`config.mk`:
```
export PLATFORM = sky130hd
export DESIGN_NAME = uart_autoflow
export DESIGN_NICKNAME = d
export VERILOG_FILES = /design/src/hdl/uart_flow_pkg.sv /design/src/hdl/uart_autoflow.sv
export SDC_FILE = /design/constraint.sdc
export NUM_CORES = 1
export LEC_CHECK = 0
export ABC_AREA = 1
export BUFFER_PORTS_ARGS = -buffer_cell sky130_fd_sc_hd__buf_2
export CELL_PAD_IN_SITES_DETAIL_PLACEMENT = 0
export CELL_PAD_IN_SITES_GLOBAL_PLACEMENT = 1
export CORE_UTILIZATION = 44
export DETAILED_ROUTE_END_ITERATION = 10
export PLACE_DENSITY = 0.85
export SYNTH_ARGS = -nofsm -noshare
export SYNTH_HDL_FRONTEND = slang
export SYNTH_SLANG_ARGS = --single-unit
export TNS_END_PERCENT = 30
```
`constraint.sdc`:
```
create_clock -name core_clk -period 2.4 [get_ports core_clk]
set_input_delay 0.72 -clock core_clk [delete_from_list [all_inputs] [get_ports core_clk]]
set_output_delay 0.72 -clock core_clk [all_outputs]
set_load 0.05 [all_outputs]
```
`src/hdl/uart_flow_pkg.sv`:
```
// constants, register map and carrier types for the autoflow serial port
// assumes one clock domain and a classic wishbone master with 32-bit data
package uart_flow_pkg;

   localparam int unsigned DATA_W     = 8;
   localparam int unsigned ERR_W      = 3;
   localparam int unsigned FIFO_DEPTH = 16;
   localparam int unsigned OVERSAMPLE = 16;
   localparam int unsigned HALF_BIT   = 8;

   // byte addresses of the word-aligned registers
   localparam logic [7:0] ADR_DATA   = 8'h00;
   localparam logic [7:0] ADR_FIFO   = 8'h04;
   localparam logic [7:0] ADR_MODEM  = 8'h08;
   localparam logic [7:0] ADR_MSTAT  = 8'h0C;
   localparam logic [7:0] ADR_DIV    = 8'h10;
   localparam logic [7:0] ADR_ISTAT  = 8'h14;
   localparam logic [7:0] ADR_IMASK  = 8'h18;
   localparam logic [7:0] ADR_LEVEL  = 8'h1C;

   // field positions
   localparam int unsigned FIFO_EN_BIT   = 0;
   localparam int unsigned FIFO_TRIG_LSB = 6;
   localparam int unsigned MODEM_REQ_BIT = 1;
   localparam int unsigned MODEM_AFE_BIT = 5;
   localparam int unsigned MSTAT_DCTS_BIT = 0;
   localparam int unsigned MSTAT_CTS_BIT  = 4;
   localparam int unsigned LEVEL_TX_LSB   = 8;
   localparam int unsigned LEVEL_RTS_BIT  = 16;
   localparam int unsigned DATA_ERR_LSB   = 8;

   // interrupt status / mask layout
   localparam int unsigned IRQ_W      = 4;
   localparam int unsigned IRQ_RX    = 0;
   localparam int unsigned IRQ_TX    = 1;
   localparam int unsigned IRQ_MODEM = 2;
   localparam int unsigned IRQ_OVR   = 3;

   // receive trigger levels, selected by a two-bit code
   localparam int unsigned TRIG_0 = 1;
   localparam int unsigned TRIG_1 = 4;
   localparam int unsigned TRIG_2 = 8;
   localparam int unsigned TRIG_3 = 14;
   localparam logic [1:0]  TRIG_CODE_14 = 2'h3;

   // reset values
   localparam logic [15:0] DIV_RESET   = 16'h0001;
   localparam logic [1:0]  TRIG_RESET  = 2'h0;
   localparam logic [IRQ_W-1:0] IMASK_RESET = 4'h0;

   typedef struct packed {
      logic [ERR_W-1:0]  err;   // break, framing, parity
      logic [DATA_W-1:0] data;
   } rx_entry_type;

   typedef struct packed {
      logic        cyc;
      logic        stb;
      logic        we;
      logic [7:0]  adr;
      logic [3:0]  sel;
      logic [31:0] dat;
   } wb_req_type;

   typedef enum logic [3:0] {
      TX_IDLE  = 4'b0001,
      TX_START = 4'b0010,
      TX_DATA  = 4'b0100,
      TX_STOP  = 4'b1000
   } tx_state_type;

   typedef enum logic [3:0] {
      RX_IDLE  = 4'b0001,
      RX_START = 4'b0010,
      RX_DATA  = 4'b0100,
      RX_STOP  = 4'b1000
   } rx_state_type;

endpackage : uart_flow_pkg

```
`src/hdl/uart_autoflow.sv`:
```
// fifo serial port with automatic request/clear-to-send flow control
// assumes serial inputs synchronous to core_clk and a classic wishbone master
//
// Overview of operation
// - baud divider 1..65535 yields 16x tick
// - sixteen-deep fifos, receive entries carry error bits
// - automatic flow control only in fifo mode
// - autoflow plus request bit enables both directions
// - autoflow without request bit: transmit gating only
// - receive trigger selectable 1, 4, 8, 14
// - low triggers drop request at trigger level
// - low triggers raise request only when emptied
// - receiver still accepts one extra character
// - trigger 14 drops request at 16th character
// - trigger 14 raises request when space free
// - trigger 14: full fifo, first read raises request
// - clear-to-send checked before each new character
// - transmission resumes when clear-to-send returns low
// - no modem interrupt while transmit gating active
// - without gating, transmit regardless of clear-to-send
// - status shows clear-to-send level and change flag
module uart_autoflow
   import uart_flow_pkg::*;
#(
   parameter int unsigned DEPTH = uart_flow_pkg::FIFO_DEPTH
) (
   input  wire logic                      core_clk,
   input  wire logic                      sys_rst,
   input  wire uart_flow_pkg::wb_req_type wb_req,
   output logic                           wb_ack_o,
   output logic [31:0]                    wb_dat_o,
   input  wire logic                      serial_input_line,
   input  wire logic                      cts_n,
   output logic                           tx_line,
   output logic                           rts_n,
   output logic                           irq
);
   import uart_flow_pkg::*;

   localparam int unsigned PW = $clog2(DEPTH);
   localparam int unsigned CW = $clog2(DEPTH + 1);
   localparam logic [CW-1:0] FULL_CNT = CW'(DEPTH);
   localparam logic [CW-1:0] LAST_CNT = CW'(DEPTH - 1);

   logic              fifo_en_reg;
   logic [1:0]        trig_sel_reg;
   logic              modem_req_reg;
   logic              afe_reg;
   logic [15:0]       divisor_reg;
   logic [IRQ_W-1:0]  irq_stat_reg;
   logic [IRQ_W-1:0]  irq_mask_reg;
   logic              dcts_reg;
   logic              cts_prev_reg;
   logic [15:0]       baud_cnt_reg;
   logic              baud_tick_reg;
   logic              low_block_reg;

   // bus decode: request acted on in the cycle before ack rises
   logic bus_go;
   logic bus_wr;
   logic bus_rd;
   assign bus_go = wb_req.cyc & wb_req.stb & ~wb_ack_o;
   assign bus_wr = bus_go & wb_req.we;
   assign bus_rd = bus_go & ~wb_req.we;

   logic wr_data;
   logic rd_data;
   logic rd_mstat;
   assign wr_data  = bus_wr & wb_req.sel[0] & (wb_req.adr == ADR_DATA);
   assign rd_data  = bus_rd & (wb_req.adr == ADR_DATA);
   assign rd_mstat = bus_rd & (wb_req.adr == ADR_MSTAT);

   // fifo storage
   logic [DATA_W-1:0] tx_mem [DEPTH];
   rx_entry_type      rx_mem [DEPTH];
   logic [PW-1:0]     tx_wp_reg, tx_rp_reg, rx_wp_reg, rx_rp_reg;
   logic [CW-1:0]     tx_cnt_reg, rx_cnt_reg;

   // character mode behaves as a single holding register
   logic tx_full;
   logic rx_full;
   assign tx_full = fifo_en_reg ? (tx_cnt_reg == FULL_CNT) : (tx_cnt_reg != '0);
   assign rx_full = fifo_en_reg ? (rx_cnt_reg == FULL_CNT) : (rx_cnt_reg != '0);

   tx_state_type      tx_state_reg;
   rx_state_type      rx_state_reg;
   logic              cts_gate;
   logic              tx_pop;
   logic              tx_push;
   logic              rx_pop;
   logic              rx_push_reg;
   rx_entry_type      rx_entry_reg;
   logic              rx_ovr;

   assign cts_gate = fifo_en_reg & afe_reg;
   // clear-to-send is looked at only when a new character would start
   assign tx_pop  = (tx_state_reg == TX_IDLE) && (tx_cnt_reg != '0)
                    && (!cts_gate || !cts_n);
   assign tx_push = wr_data & ~tx_full;
   assign rx_pop  = rd_data & (rx_cnt_reg != '0);
   assign rx_ovr  = rx_push_reg & rx_full;

   // configuration registers
   always_ff @(posedge core_clk) begin
      if (sys_rst) begin
         fifo_en_reg   <= 1'b0;
         trig_sel_reg  <= TRIG_RESET;
         modem_req_reg <= 1'b0;
         afe_reg       <= 1'b0;
         divisor_reg   <= DIV_RESET;
         irq_mask_reg  <= IMASK_RESET;
      end else if (bus_wr) begin
         if (wb_req.sel[0]) begin
            unique case (wb_req.adr)
               ADR_FIFO: begin
                  fifo_en_reg  <= wb_req.dat[FIFO_EN_BIT];
                  trig_sel_reg <= wb_req.dat[FIFO_TRIG_LSB +: 2];
               end
               ADR_MODEM: begin
                  modem_req_reg <= wb_req.dat[MODEM_REQ_BIT];
                  afe_reg       <= wb_req.dat[MODEM_AFE_BIT];
               end
               ADR_DIV:   divisor_reg[7:0] <= wb_req.dat[7:0];
               ADR_IMASK: irq_mask_reg <= wb_req.dat[IRQ_W-1:0];
               default: ;
            endcase
         end
         if (wb_req.sel[1] && wb_req.adr == ADR_DIV) begin
            divisor_reg[15:8] <= wb_req.dat[15:8];
         end
      end
   end

   // baud divider: one tick per divisor clocks, zero acts as one
   logic [15:0] div_last;
   assign div_last = (divisor_reg == '0) ? '0 : divisor_reg - 16'h0001;

   always_ff @(posedge core_clk) begin
      if (sys_rst) begin
         baud_cnt_reg  <= '0;
         baud_tick_reg <= 1'b0;
      end else if (baud_cnt_reg >= div_last) begin
         baud_cnt_reg  <= '0;
         baud_tick_reg <= 1'b1;
      end else begin
         baud_cnt_reg  <= baud_cnt_reg + 16'h0001;
         baud_tick_reg <= 1'b0;
      end
   end

   // transmit fifo
   always_ff @(posedge core_clk) begin
      if (tx_push) begin
         tx_mem[tx_wp_reg] <= wb_req.dat[DATA_W-1:0];
      end
   end

   always_ff @(posedge core_clk) begin
      if (sys_rst) begin
         tx_wp_reg  <= '0;
         tx_rp_reg  <= '0;
         tx_cnt_reg <= '0;
      end else begin
         if (tx_push) begin
            tx_wp_reg <= PW'(tx_wp_reg + 1'b1);
         end
         if (tx_pop) begin
            tx_rp_reg <= PW'(tx_rp_reg + 1'b1);
         end
         if (tx_push && !tx_pop) begin
            tx_cnt_reg <= CW'(tx_cnt_reg + 1'b1);
         end else if (tx_pop && !tx_push) begin
            tx_cnt_reg <= CW'(tx_cnt_reg - 1'b1);
         end
      end
   end

   // transmitter, 8 data bits, one stop bit
   logic [3:0]        tx_sub_reg;
   logic [2:0]        tx_bit_reg;
   logic [DATA_W-1:0] tx_shift_reg;
   logic              tx_bit_end;
   assign tx_bit_end = baud_tick_reg && (tx_sub_reg == 4'(OVERSAMPLE - 1));

   always_ff @(posedge core_clk) begin
      if (sys_rst) begin
         tx_state_reg <= TX_IDLE;
         tx_sub_reg   <= '0;
         tx_bit_reg   <= '0;
         tx_shift_reg <= '0;
         tx_line      <= 1'b1;
      end else begin
         if (baud_tick_reg) begin
            tx_sub_reg <= tx_sub_reg + 4'h1;
         end
         unique case (tx_state_reg)
            TX_IDLE: begin
               tx_line <= 1'b1;
               if (tx_pop) begin
                  tx_state_reg <= TX_START;
                  tx_shift_reg <= tx_mem[tx_rp_reg];
                  tx_sub_reg   <= '0;
                  tx_line      <= 1'b0;
               end
            end
            TX_START: if (tx_bit_end) begin
               tx_state_reg <= TX_DATA;
               tx_bit_reg   <= '0;
               tx_line      <= tx_shift_reg[0];
            end
            TX_DATA: if (tx_bit_end) begin
               if (tx_bit_reg == 3'h7) begin
                  tx_state_reg <= TX_STOP;
                  tx_line      <= 1'b1;
               end else begin
                  tx_bit_reg   <= tx_bit_reg + 3'h1;
                  tx_shift_reg <= tx_shift_reg >> 1;
                  tx_line      <= tx_shift_reg[1];
               end
            end
            // a started character always finishes its stop bit
            TX_STOP: if (tx_bit_end) begin
               tx_state_reg <= TX_IDLE;
            end
         endcase
      end
   end

   // receiver, samples each bit in its middle
   logic              rx_line_reg;
   logic [3:0]        rx_sub_reg;
   logic [2:0]        rx_bit_reg;
   logic [DATA_W-1:0] rx_shift_reg;
   logic              rx_in_data;
   assign rx_in_data = (rx_state_reg == RX_DATA && rx_bit_reg != '0)
                       || rx_state_reg == RX_STOP;

   always_ff @(posedge core_clk) begin
      if (sys_rst) begin
         rx_line_reg  <= 1'b1;
         rx_state_reg <= RX_IDLE;
         rx_sub_reg   <= '0;
         rx_bit_reg   <= '0;
         rx_shift_reg <= '0;
         rx_push_reg  <= 1'b0;
         rx_entry_reg <= '0;
      end else begin
         rx_line_reg <= serial_input_line;
         rx_push_reg <= 1'b0;
         if (baud_tick_reg) begin
            rx_sub_reg <= rx_sub_reg + 4'h1;
         end
         unique case (rx_state_reg)
            RX_IDLE: if (!rx_line_reg) begin
               rx_state_reg <= RX_START;
               rx_sub_reg   <= '0;
            end
            RX_START: if (baud_tick_reg && rx_sub_reg == 4'(HALF_BIT - 1)) begin
               rx_sub_reg   <= '0;
               rx_bit_reg   <= '0;
               // a start bit gone high by its middle was noise
               rx_state_reg <= rx_line_reg ? RX_IDLE : RX_DATA;
            end
            RX_DATA: if (baud_tick_reg && rx_sub_reg == 4'(OVERSAMPLE - 1)) begin
               rx_shift_reg <= {rx_line_reg, rx_shift_reg[DATA_W-1:1]};
               rx_bit_reg   <= rx_bit_reg + 3'h1;
               if (rx_bit_reg == 3'h7) begin
                  rx_state_reg <= RX_STOP;
               end
            end
            RX_STOP: if (baud_tick_reg && rx_sub_reg == 4'(OVERSAMPLE - 1)) begin
               rx_state_reg       <= RX_IDLE;
               rx_push_reg        <= 1'b1;
               rx_entry_reg.data  <= rx_shift_reg;
               rx_entry_reg.err   <= {(rx_shift_reg == '0) && !rx_line_reg,
                                      !rx_line_reg, 1'b0};
            end
         endcase
      end
   end

   // receive fifo; a character arriving when full is dropped
   always_ff @(posedge core_clk) begin
      if (rx_push_reg && !rx_full) begin
         rx_mem[rx_wp_reg] <= rx_entry_reg;
      end
   end

   always_ff @(posedge core_clk) begin
      if (sys_rst) begin
         rx_wp_reg  <= '0;
         rx_rp_reg  <= '0;
         rx_cnt_reg <= '0;
      end else begin
         if (rx_push_reg && !rx_full) begin
            rx_wp_reg <= PW'(rx_wp_reg + 1'b1);
         end
         if (rx_pop) begin
            rx_rp_reg <= PW'(rx_rp_reg + 1'b1);
         end
         if (rx_push_reg && !rx_full && !rx_pop) begin
            rx_cnt_reg <= CW'(rx_cnt_reg + 1'b1);
         end else if (rx_pop && !(rx_push_reg && !rx_full)) begin
            rx_cnt_reg <= CW'(rx_cnt_reg - 1'b1);
         end
      end
   end

   // request-to-send
   logic          auto_rts;
   logic          trig14;
   logic [CW-1:0] trig_cnt;
   logic          trig_hit;
   logic          t14_block;
   assign auto_rts  = fifo_en_reg & afe_reg & modem_req_reg;
   assign trig14    = (trig_sel_reg == TRIG_CODE_14);
   assign trig_hit  = (rx_cnt_reg >= trig_cnt);
   assign t14_block = (rx_cnt_reg == FULL_CNT)
                      || (rx_cnt_reg == LAST_CNT && rx_in_data);

   always_comb begin
      unique case (trig_sel_reg)
         2'h0: trig_cnt = CW'(TRIG_0);
         2'h1: trig_cnt = CW'(TRIG_1);
         2'h2: trig_cnt = CW'(TRIG_2);
         2'h3: trig_cnt = CW'(TRIG_3);
      endcase
   end

   // once tripped, held until the fifo has been read empty
   always_ff @(posedge core_clk) begin
      if (sys_rst || !auto_rts || trig14) begin
         low_block_reg <= 1'b0;
      end else if (trig_hit) begin
         low_block_reg <= 1'b1;
      end else if (rx_cnt_reg == '0) begin
         low_block_reg <= 1'b0;
      end
   end

   always_ff @(posedge core_clk) begin
      if (sys_rst) begin
         rts_n <= 1'b1;
      end else if (!auto_rts) begin
         rts_n <= ~modem_req_reg;
      end else if (trig14) begin
         rts_n <= t14_block;
      end else begin
         rts_n <= low_block_reg | trig_hit;
      end
   end

   // modem status: change flag, set wins over the read that clears it
   logic cts_change;
   assign cts_change = (cts_n != cts_prev_reg);

   always_ff @(posedge core_clk) begin
      if (sys_rst) begin
         cts_prev_reg <= 1'b1;
         dcts_reg     <= 1'b0;
      end else begin
         cts_prev_reg <= cts_n;
         if (cts_change) begin
            dcts_reg <= 1'b1;
         end else if (rd_mstat) begin
            dcts_reg <= 1'b0;
         end
      end
   end

   // interrupts: sticky, write one to clear, new event wins
   logic [IRQ_W-1:0] irq_event;
   logic [IRQ_W-1:0] irq_clear;
   always_comb begin
      irq_event            = '0;
      irq_event[IRQ_RX]    = rx_push_reg && !rx_full && (rx_cnt_reg + 1'b1 >= trig_cnt);
      irq_event[IRQ_TX]    = tx_pop && (tx_cnt_reg == CW'(1));
      irq_event[IRQ_MODEM] = cts_change && !cts_gate;
      irq_event[IRQ_OVR]   = rx_ovr;
      irq_clear = '0;
      if (bus_wr && wb_req.sel[0] && wb_req.adr == ADR_ISTAT) begin
         irq_clear = wb_req.dat[IRQ_W-1:0];
      end
   end

   always_ff @(posedge core_clk) begin
      if (sys_rst) begin
         irq_stat_reg <= '0;
         irq          <= 1'b0;
      end else begin
         irq_stat_reg <= (irq_stat_reg & ~irq_clear) | irq_event;
         irq          <= |(irq_stat_reg & irq_mask_reg);
      end
   end

   // register read and ack; unmapped addresses read zero
   logic [31:0] rd_val;
   always_comb begin
      rd_val = '0;
      unique case (wb_req.adr)
         ADR_DATA: begin
            rd_val[DATA_W-1:0]          = rx_mem[rx_rp_reg].data;
            rd_val[DATA_ERR_LSB +: ERR_W] = rx_mem[rx_rp_reg].err;
         end
         ADR_FIFO: begin
            rd_val[FIFO_EN_BIT]          = fifo_en_reg;
            rd_val[FIFO_TRIG_LSB +: 2]   = trig_sel_reg;
         end
         ADR_MODEM: begin
            rd_val[MODEM_REQ_BIT] = modem_req_reg;
            rd_val[MODEM_AFE_BIT] = afe_reg;
         end
         ADR_MSTAT: begin
            rd_val[MSTAT_CTS_BIT]  = ~cts_n;
            rd_val[MSTAT_DCTS_BIT] = dcts_reg;
         end
         ADR_DIV:   rd_val[15:0] = divisor_reg;
         ADR_ISTAT: rd_val[IRQ_W-1:0] = irq_stat_reg;
         ADR_IMASK: rd_val[IRQ_W-1:0] = irq_mask_reg;
         ADR_LEVEL: begin
            rd_val[CW-1:0]             = rx_cnt_reg;
            rd_val[LEVEL_TX_LSB +: CW] = tx_cnt_reg;
            rd_val[LEVEL_RTS_BIT]      = ~rts_n;
         end
         default: ;
      endcase
      if (rd_data && rx_cnt_reg == '0) begin
         rd_val = '0;
      end
   end

   always_ff @(posedge core_clk) begin
      if (sys_rst) begin
         wb_ack_o <= 1'b0;
         wb_dat_o <= '0;
      end else begin
         wb_ack_o <= bus_go;
         wb_dat_o <= bus_rd ? rd_val : '0;
      end
   end
endmodule : uart_autoflow

```
After elaboration in Yosys (flattened, before gate mapping)
Memories as Yosys holds them, arrays and structs flattened. A register that Yosys moved wholly into a read port is not among the register bits.
Index checks and enable logic that the tools add are counted.
W data, S select, Z words.
{"block": "word_totals", "register_bits": 161, "mem_bits_rw": 288, "latchBits": 0, "romBits": 0, "mem_count": 2}
{"name": "rx_mem", "depth": 16, "width": 10, "rd": 1, "rd_ports_with_merged_regs": 1, "write_ports": 1, "line_no": "uart_autoflow.sv:75", "rtl": "rx_entry_type rx_mem [DEPTH];"}
{"name": "tx_mem", "depth": 16, "width": 8, "rd": 1, "rd_ports_with_merged_regs": 1, "write_ports": 1, "line_no": "uart_autoflow.sv:74", "rtl": "logic [DATA_W-1:0] tx_mem [DEPTH];"}
{"block": "classes", "mul": 0, "eq_ne": 39, "bitwise_logic": 28, "order_cmp": 3, "shifts": 0, "add_sub_neg": 14, "n_mux": 69, "reduce_logical": 70, "n_div": 0}
{"op": "$mux W4", "n": 21}
{"op": "$eq A8 B5 Y1 const B", "n": 4}
{"op": "$pmux W4 S4", "n": 2}
{"op": "$add A4 B1 Y4 const B", "n": 6}
{"op": "$mux W8", "n": 3}
{"op": "$logic_and A1 B1 Y1", "n": 20}
{"op": "$mux W5", "n": 4}
{"op": "$pmux W5 S4", "n": 1}
{"op": "$mux W1", "n": 18}
{"op": "$mux W3", "n": 6}
{"op": "$reduce_and A3 Y1", "n": 6}
{"op": "$add A16 B1 Y16 const B", "n": 1}
{"op": "$eq A4 B4 Y1 const B", "n": 4}
{"op": "$eq A8 B4 Y1 const B", "n": 2}
{"op": "$ge A16 B16 Y1", "n": 1}
{"op": "$logic_not A16 Y1", "n": 1}
{"op": "$logic_not A8 Y1", "n": 2}
{"op": "$mux W16", "n": 1}
{"op": "$ne A2 B2 Y1 const B", "n": 8}
{"op": "$pmux W8 S2", "n": 1}
{"op": "$sub A16 B1 Y16 const B", "n": 1}
{"op": "$reduce_bool A2 Y1", "n": 7}
{"op": "$and A1 B1 Y1", "n": 13}
{"op": "$eq A4 B3 Y1 const B", "n": 3}
{"op": "42 further kinds", "n": 87}

Logic depth before layout (Yosys ltp)
{"block": "depth", "word_depth": 10, "ltp_mapped": 16, "depth_no_buf": 16}

Worst setup path after synthesis
Ideal clock, no wire load.
{"block": "synth_path", "path_kind": "input-to-reg", "startpoint": "in wb_req[46] in the netlist's numbering", "endpoint": "reg tx_cnt_reg[3]", "slack_ps": -87, "setup_time_ps": 115, "arrival_ps": 2372, "n_path_buf": 0, "path_stages": 12, "cell_sequence": "nand2_1 > nor2_4 > nand3_4 > inv_2 > nand3_4 > inv_2 > ha_1 > or2_2 > o31ai_1 > nand3_1 > nand2_1 > nor2_1"}
{"block": "synth_between", "elab_chain_len": 9, "elab_cells_between_ends": 11, "cone_classes": "mux: 1; bitwise: 6; reduce/logical: 4"}
{"item": "from (decl)", "line_no": "uart_autoflow.sv:29", "rtl": "input wire uart_flow_pkg::wb_req_type wb_req,"}
{"item": "$and A1 B1 Y1 (*) (2 in series)", "line_no": "uart_autoflow.sv:62", "rtl": "assign bus_go = wb_req.cyc & wb_req.stb & ~wb_ack_o;"}
{"item": "$and A1 B1 Y1 (*)", "line_no": "uart_autoflow.sv:63", "rtl": "assign bus_wr = bus_go & wb_req.we;"}
{"item": "$and A1 B1 Y1 (*) (2 in series)", "line_no": "uart_autoflow.sv:69", "rtl": "assign wr_data = bus_wr & wb_req.sel[0] & (wb_req.adr == ADR_DATA);"}
{"item": "$and A1 B1 Y1 (*)", "line_no": "uart_autoflow.sv:99", "rtl": "assign tx_push = wr_data & ~tx_full;"}
{"item": "named net tx_push", "line_no": "uart_autoflow.sv:89", "rtl": "logic tx_push;"}
{"item": "$logic_not A1 Y1", "line_no": "uart_autoflow.sv:172", "rtl": "end else if (tx_pop && !tx_push) begin"}
{"item": "$logic_and A1 B1 Y1", "line_no": "uart_autoflow.sv:172"}
{"item": "$reduce_bool A2 Y1 (no line)"}
{"item": "to (signal assigned)", "line_no": "uart_autoflow.sv:171", "rtl": "tx_cnt_reg <= CW'(tx_cnt_reg + 1'b1);"}
{"item": "to (signal assigned)", "line_no": "uart_autoflow.sv:173", "rtl": "tx_cnt_reg <= CW'(tx_cnt_reg - 1'b1);"}
{"item": "to (decl)", "line_no": "uart_autoflow.sv:77", "rtl": "logic [CW-1:0] tx_cnt_reg, rx_cnt_reg;"}
The timed path passes the listed nets; every way through them passes the cells marked *.
A chain may end at the register's enable or synchronous reset.

Worst setup path in the final report
{"block": "layout_path", "startpoint": "reg divisor_reg[0]", "endpoint": "reg baud_cnt_reg[11]"}
{"block": "layout_between", "elab_chain_len": 4, "elab_cells_between_ends": 5, "cone_classes": "add/sub: 1; order compare: 1; mux: 1; reduce/logical: 2"}
{"item": "from (decl)", "line_no": "uart_autoflow.sv:49", "rtl": "logic [15:0] divisor_reg;"}
{"item": "from (signal assigned)", "line_no": "uart_autoflow.sv:123", "rtl": "ADR_DIV: divisor_reg[7:0] <= wb_req.dat[7:0];"}
{"item": "$sub A16 B1 Y16 / $logic_not A16 Y1 (equally long branches)", "line_no": "uart_autoflow.sv:136", "rtl": "assign div_last = (divisor_reg == '0) ? '0 : divisor_reg - 16'h0001;"}
{"item": "$mux W16 (*)", "line_no": "uart_autoflow.sv:136"}
{"item": "$ge A16 B16 Y1 (*)", "line_no": "uart_autoflow.sv:142", "rtl": "end else if (baud_cnt_reg >= div_last) begin"}
{"item": "$reduce_or A2 Y1 (no line) (*)"}
{"item": "to (signal assigned)", "line_no": "uart_autoflow.sv:146", "rtl": "baud_cnt_reg <= baud_cnt_reg + 16'h0001;"}
{"item": "to (decl)", "line_no": "uart_autoflow.sv:54", "rtl": "logic [15:0] baud_cnt_reg;"}
Every way passes the cells marked *; elsewhere a longest branch is shown, timed or not.

==> reports/metrics.yaml <==
status: "complete, but fails checks"
violations: "negative setup slack"
viasPerCell: 5.10
diodes: 0
routed-wl-met3_mm: 2.14
synth_edf_count: 288
setup_violations: 16
critical_path_class: "reg2reg"
synth_flop_cell: "edfxtp_1"
core-area_mm2: 0.0446
synth.distinct_cells: 49
synthTopCellsByArea: "edfxtp_1 (43%), dfxtp_1 (15%), nand2_1 (8.5%)"
min_path_type: "in2reg"
relSlewSlack_pct: 49.0
clk_pin_slew_ns: 0.06
ir_drop_v: 0.000760
r2r-end: "baud_cnt_reg[11]"
finalCritPeriodShare_pct: 107
p_leak_nw: 9.53
dp.cells: 2831
synth.avg_cell_area_um2: 9.39
worstPathArrival_ns: 3.09
root_buffer: "clkbuf_16"
cp_max_fo: 8
drv_slew: 0
nets: 2394
netlist_instances: 2138
async_flop_share_pct: 0
cp.required_ns: 2.93
routed_wirelength_mm: 47.4
first_pass_iters: 5
drt-initial-drc-count: 1261
wl_met2_mm: 22.8
dieWidth_um: 216
clk_latency_ns: 0.59
reg_top3: "rx_mem x160, tx_mem x128, wb_dat_o x17"
portBuffers: 53
drt-met1-wl_mm: 20.6
cts_buffers: 46
dieArea_mm2: 0.0465
min_from: "serial_input_line"
worstHoldPathCells: 2
htree_levels: 2
yosysWarningCount: 0
grt_first_pass_wirelength_mm: 75.0
drt_drc_violations_left: 0
r2r-start: "divisor_reg[0]"
fin_worst_skew_ns: 0.0147
cts_tree: "done"
cts_buffer_depth: 3
critPathLaunchType: "flop"
layoutNonFillerInstCount: 2920
grt_pass1_vias: 14500
areaGrowthSynthToFinish_pct: 16.7
num_vias: 14900
end_kind: "flop"
whs_endpoint: "rx_line_reg"
hold_buffers: 0
seqCellArea_mm2: 0.0117
reg2reg_slack_ns: -0.16
yosysTopAreaCellShare_pct: 43.1
wl_per_cell_um: 16.2
netlist_area_mm2: 0.0201
drv_cap: 0
reg2reg_depth: 14
rsz0062_at_grt: "yes"
initial_core_util_pct: 45.0
largest_register_ffs: 160
dp_slack_ns: -0.203
layout-drive-gt1-share_pct: 16.4
hold_violations: 0
p_per_area_mw_per_mm2: 775
top_register: "rx_mem"
antenna_found_initial: 0
fin_util_pct: 52.5
yosysSeqAreaShare_pct: 58.4
synth_top_area_cell: "edfxtp_1"
track_usage_pct: 20.6
max_freq_mhz: 390
die_h_um: 216
fp-row-count: 77
nFillCells: 3915
finalCriticalPeriod_ns: 2.56
multiInputGateArea_mm2: 0.00714
highest_layer: "met4"
tightest_slew_ns: 0.764
cts_sinks: 442
io-pin-count: 87
dp_hpwl_mm: 31.7
whs_ns: 0.373
routabilityCongestion: 0.862
setup_ws_ns: -0.165
ys_seq_elements: 442
power.total_mw: 18.2
grt_start_max_net_pins: 74
grt_overflow: 0
final_antenna_net_count: 0
how the worst max path moves through the flow:
stage / end / slack (ns) / startpoint / depth (start not counted)
after floorplan: tx_cnt_reg[3] / -0.006 / wb_req[46] / 12
after CTS: baud_cnt_reg[5] / -0.12 / divisor_reg[1] / 16
after global routing: baud_cnt_reg[11] / -0.30 / divisor_reg[1] / 15
after detailed placement: rx_cnt_reg[3] / -0.20 / wb_req[37] / 12
after global placement: tx_cnt_reg[4] / -0.17 / wb_req[37] / 14
final: baud_cnt_reg[11] / -0.16 / divisor_reg[0] / 14
metrics by stage:
step                      TNS [ns]  cell area (um^2)
final                        -2.30             23400
after global routing         -4.75             23400
after CTS                    -1.53             23300
after detailed placement     -6.16             21700
after global placement       -3.06             21700
after floorplan           -0.00585             20200
layout make-up:
class	count	share of cell area, %
tap	592	3.16
clock buffer	55	5.41
inverter	241	3.92
timing repair buffer	181	5.93
clock inverter	30	0.988
sequential	442	50.1
multi-input combinational	1379	30.5
routing by layer:
| layer | GRT usage, % | vias to the layer above |
|---|---|---|
| li1 | - | 7402 |
| met5 | 0 | - |
| met4 | 8.94 | 0 |
| met3 | 3.27 | 116 |
| met2 | 34.5 | 329 |
| met1 | 26.3 | 7035 |
worst max-delay path: stages (launching register included):
cell and delay [ns]:
dfxtp_1 0.34, inv_2 0.07, buf_4 0.13, ha_1 0.22
nand2_2 0.14, nor2_1 0.07, or2_2 0.28, nand3_2 0.10
ha_1 0.24, nand2_1 0.07, o21ai_1 0.08, a21oi_2 0.17
nand4_1 0.26, clkbuf_16 0.25, nor2_1 0.09
report_power, final:
group	internal [mW]	switching [mW]	total [mW]	leakage, nW
clock network	3.92	3.02	6.94	0.734
logic	0.921	1.89	2.81	4.69
registers	8.25	0.148	8.39	4.11
total	13.1	5.06	18.2	9.53
logic make-up (layout without fill, tap and decap cells):
| kind of cell | count (synthesis) | count (layout) | synth area share, % |
|---|---|---|---|
| AND/OR/NAND/NOR | 993 | 993 | 22.0 |
| flip-flops | 442 | 442 | 58.4 |
| adder cells (fa/ha/maj) | 52 | 52 | 3.24 |
| buffers and inverters | 331 | 507 | 7.12 |
| other | 1 | 15 | 0.0187 |
| XOR/XNOR | 29 | 29 | 1.26 |
| AO/OA/AOI/OAI | 290 | 290 | 7.94 |
cell usage after synthesis, types with 9 or more instances:
cell / number
xnor2_1: 9
a21oi_1: 100
xor2_1: 20
nand2_1: 456
inv_2: 17
dfxtp_1: 154
or2_2: 9
nor3_1: 14
buf_2: 26
ha_1: 52
nand3_2: 9
clkbuf_1: 26
o21ai_0: 130
nor2_1: 231
nor2_4: 10
buf_4: 26
nand3_1: 208
inv_1: 220
o211ai_1: 27
nor2_2: 14
edfxtp_1: 288
nand4_1: 13
cell usage in the layout (no fill, tap or decap), drive strengths merged, types with 9 or more instances in the layout:
| cell type | n |
|---|---|
| buf | 180 |
| nor2 | 256 |
| nand2 | 469 |
| o21ai | 136 |
| o211ai | 27 |
| inv | 242 |
| xor2 | 20 |
| nand3 | 221 |
| or2 | 9 |
| clkinv | 23 |
| dfxtp | 154 |
| a21oi | 102 |
| ha | 52 |
| nor3 | 16 |
| edfxtp | 288 |
| conb | 15 |
| xnor2 | 9 |
| clkbuf | 56 |
| nand4 | 14 |
timing repair:
item,CTS,global route
cloned,0,1
gates resized for setup,11,33
buffers inserted,1,2
pin swaps,0,7
endpoints found under the setup margin,17,19
No activity file was read; power rests on OpenSTA's default activity.
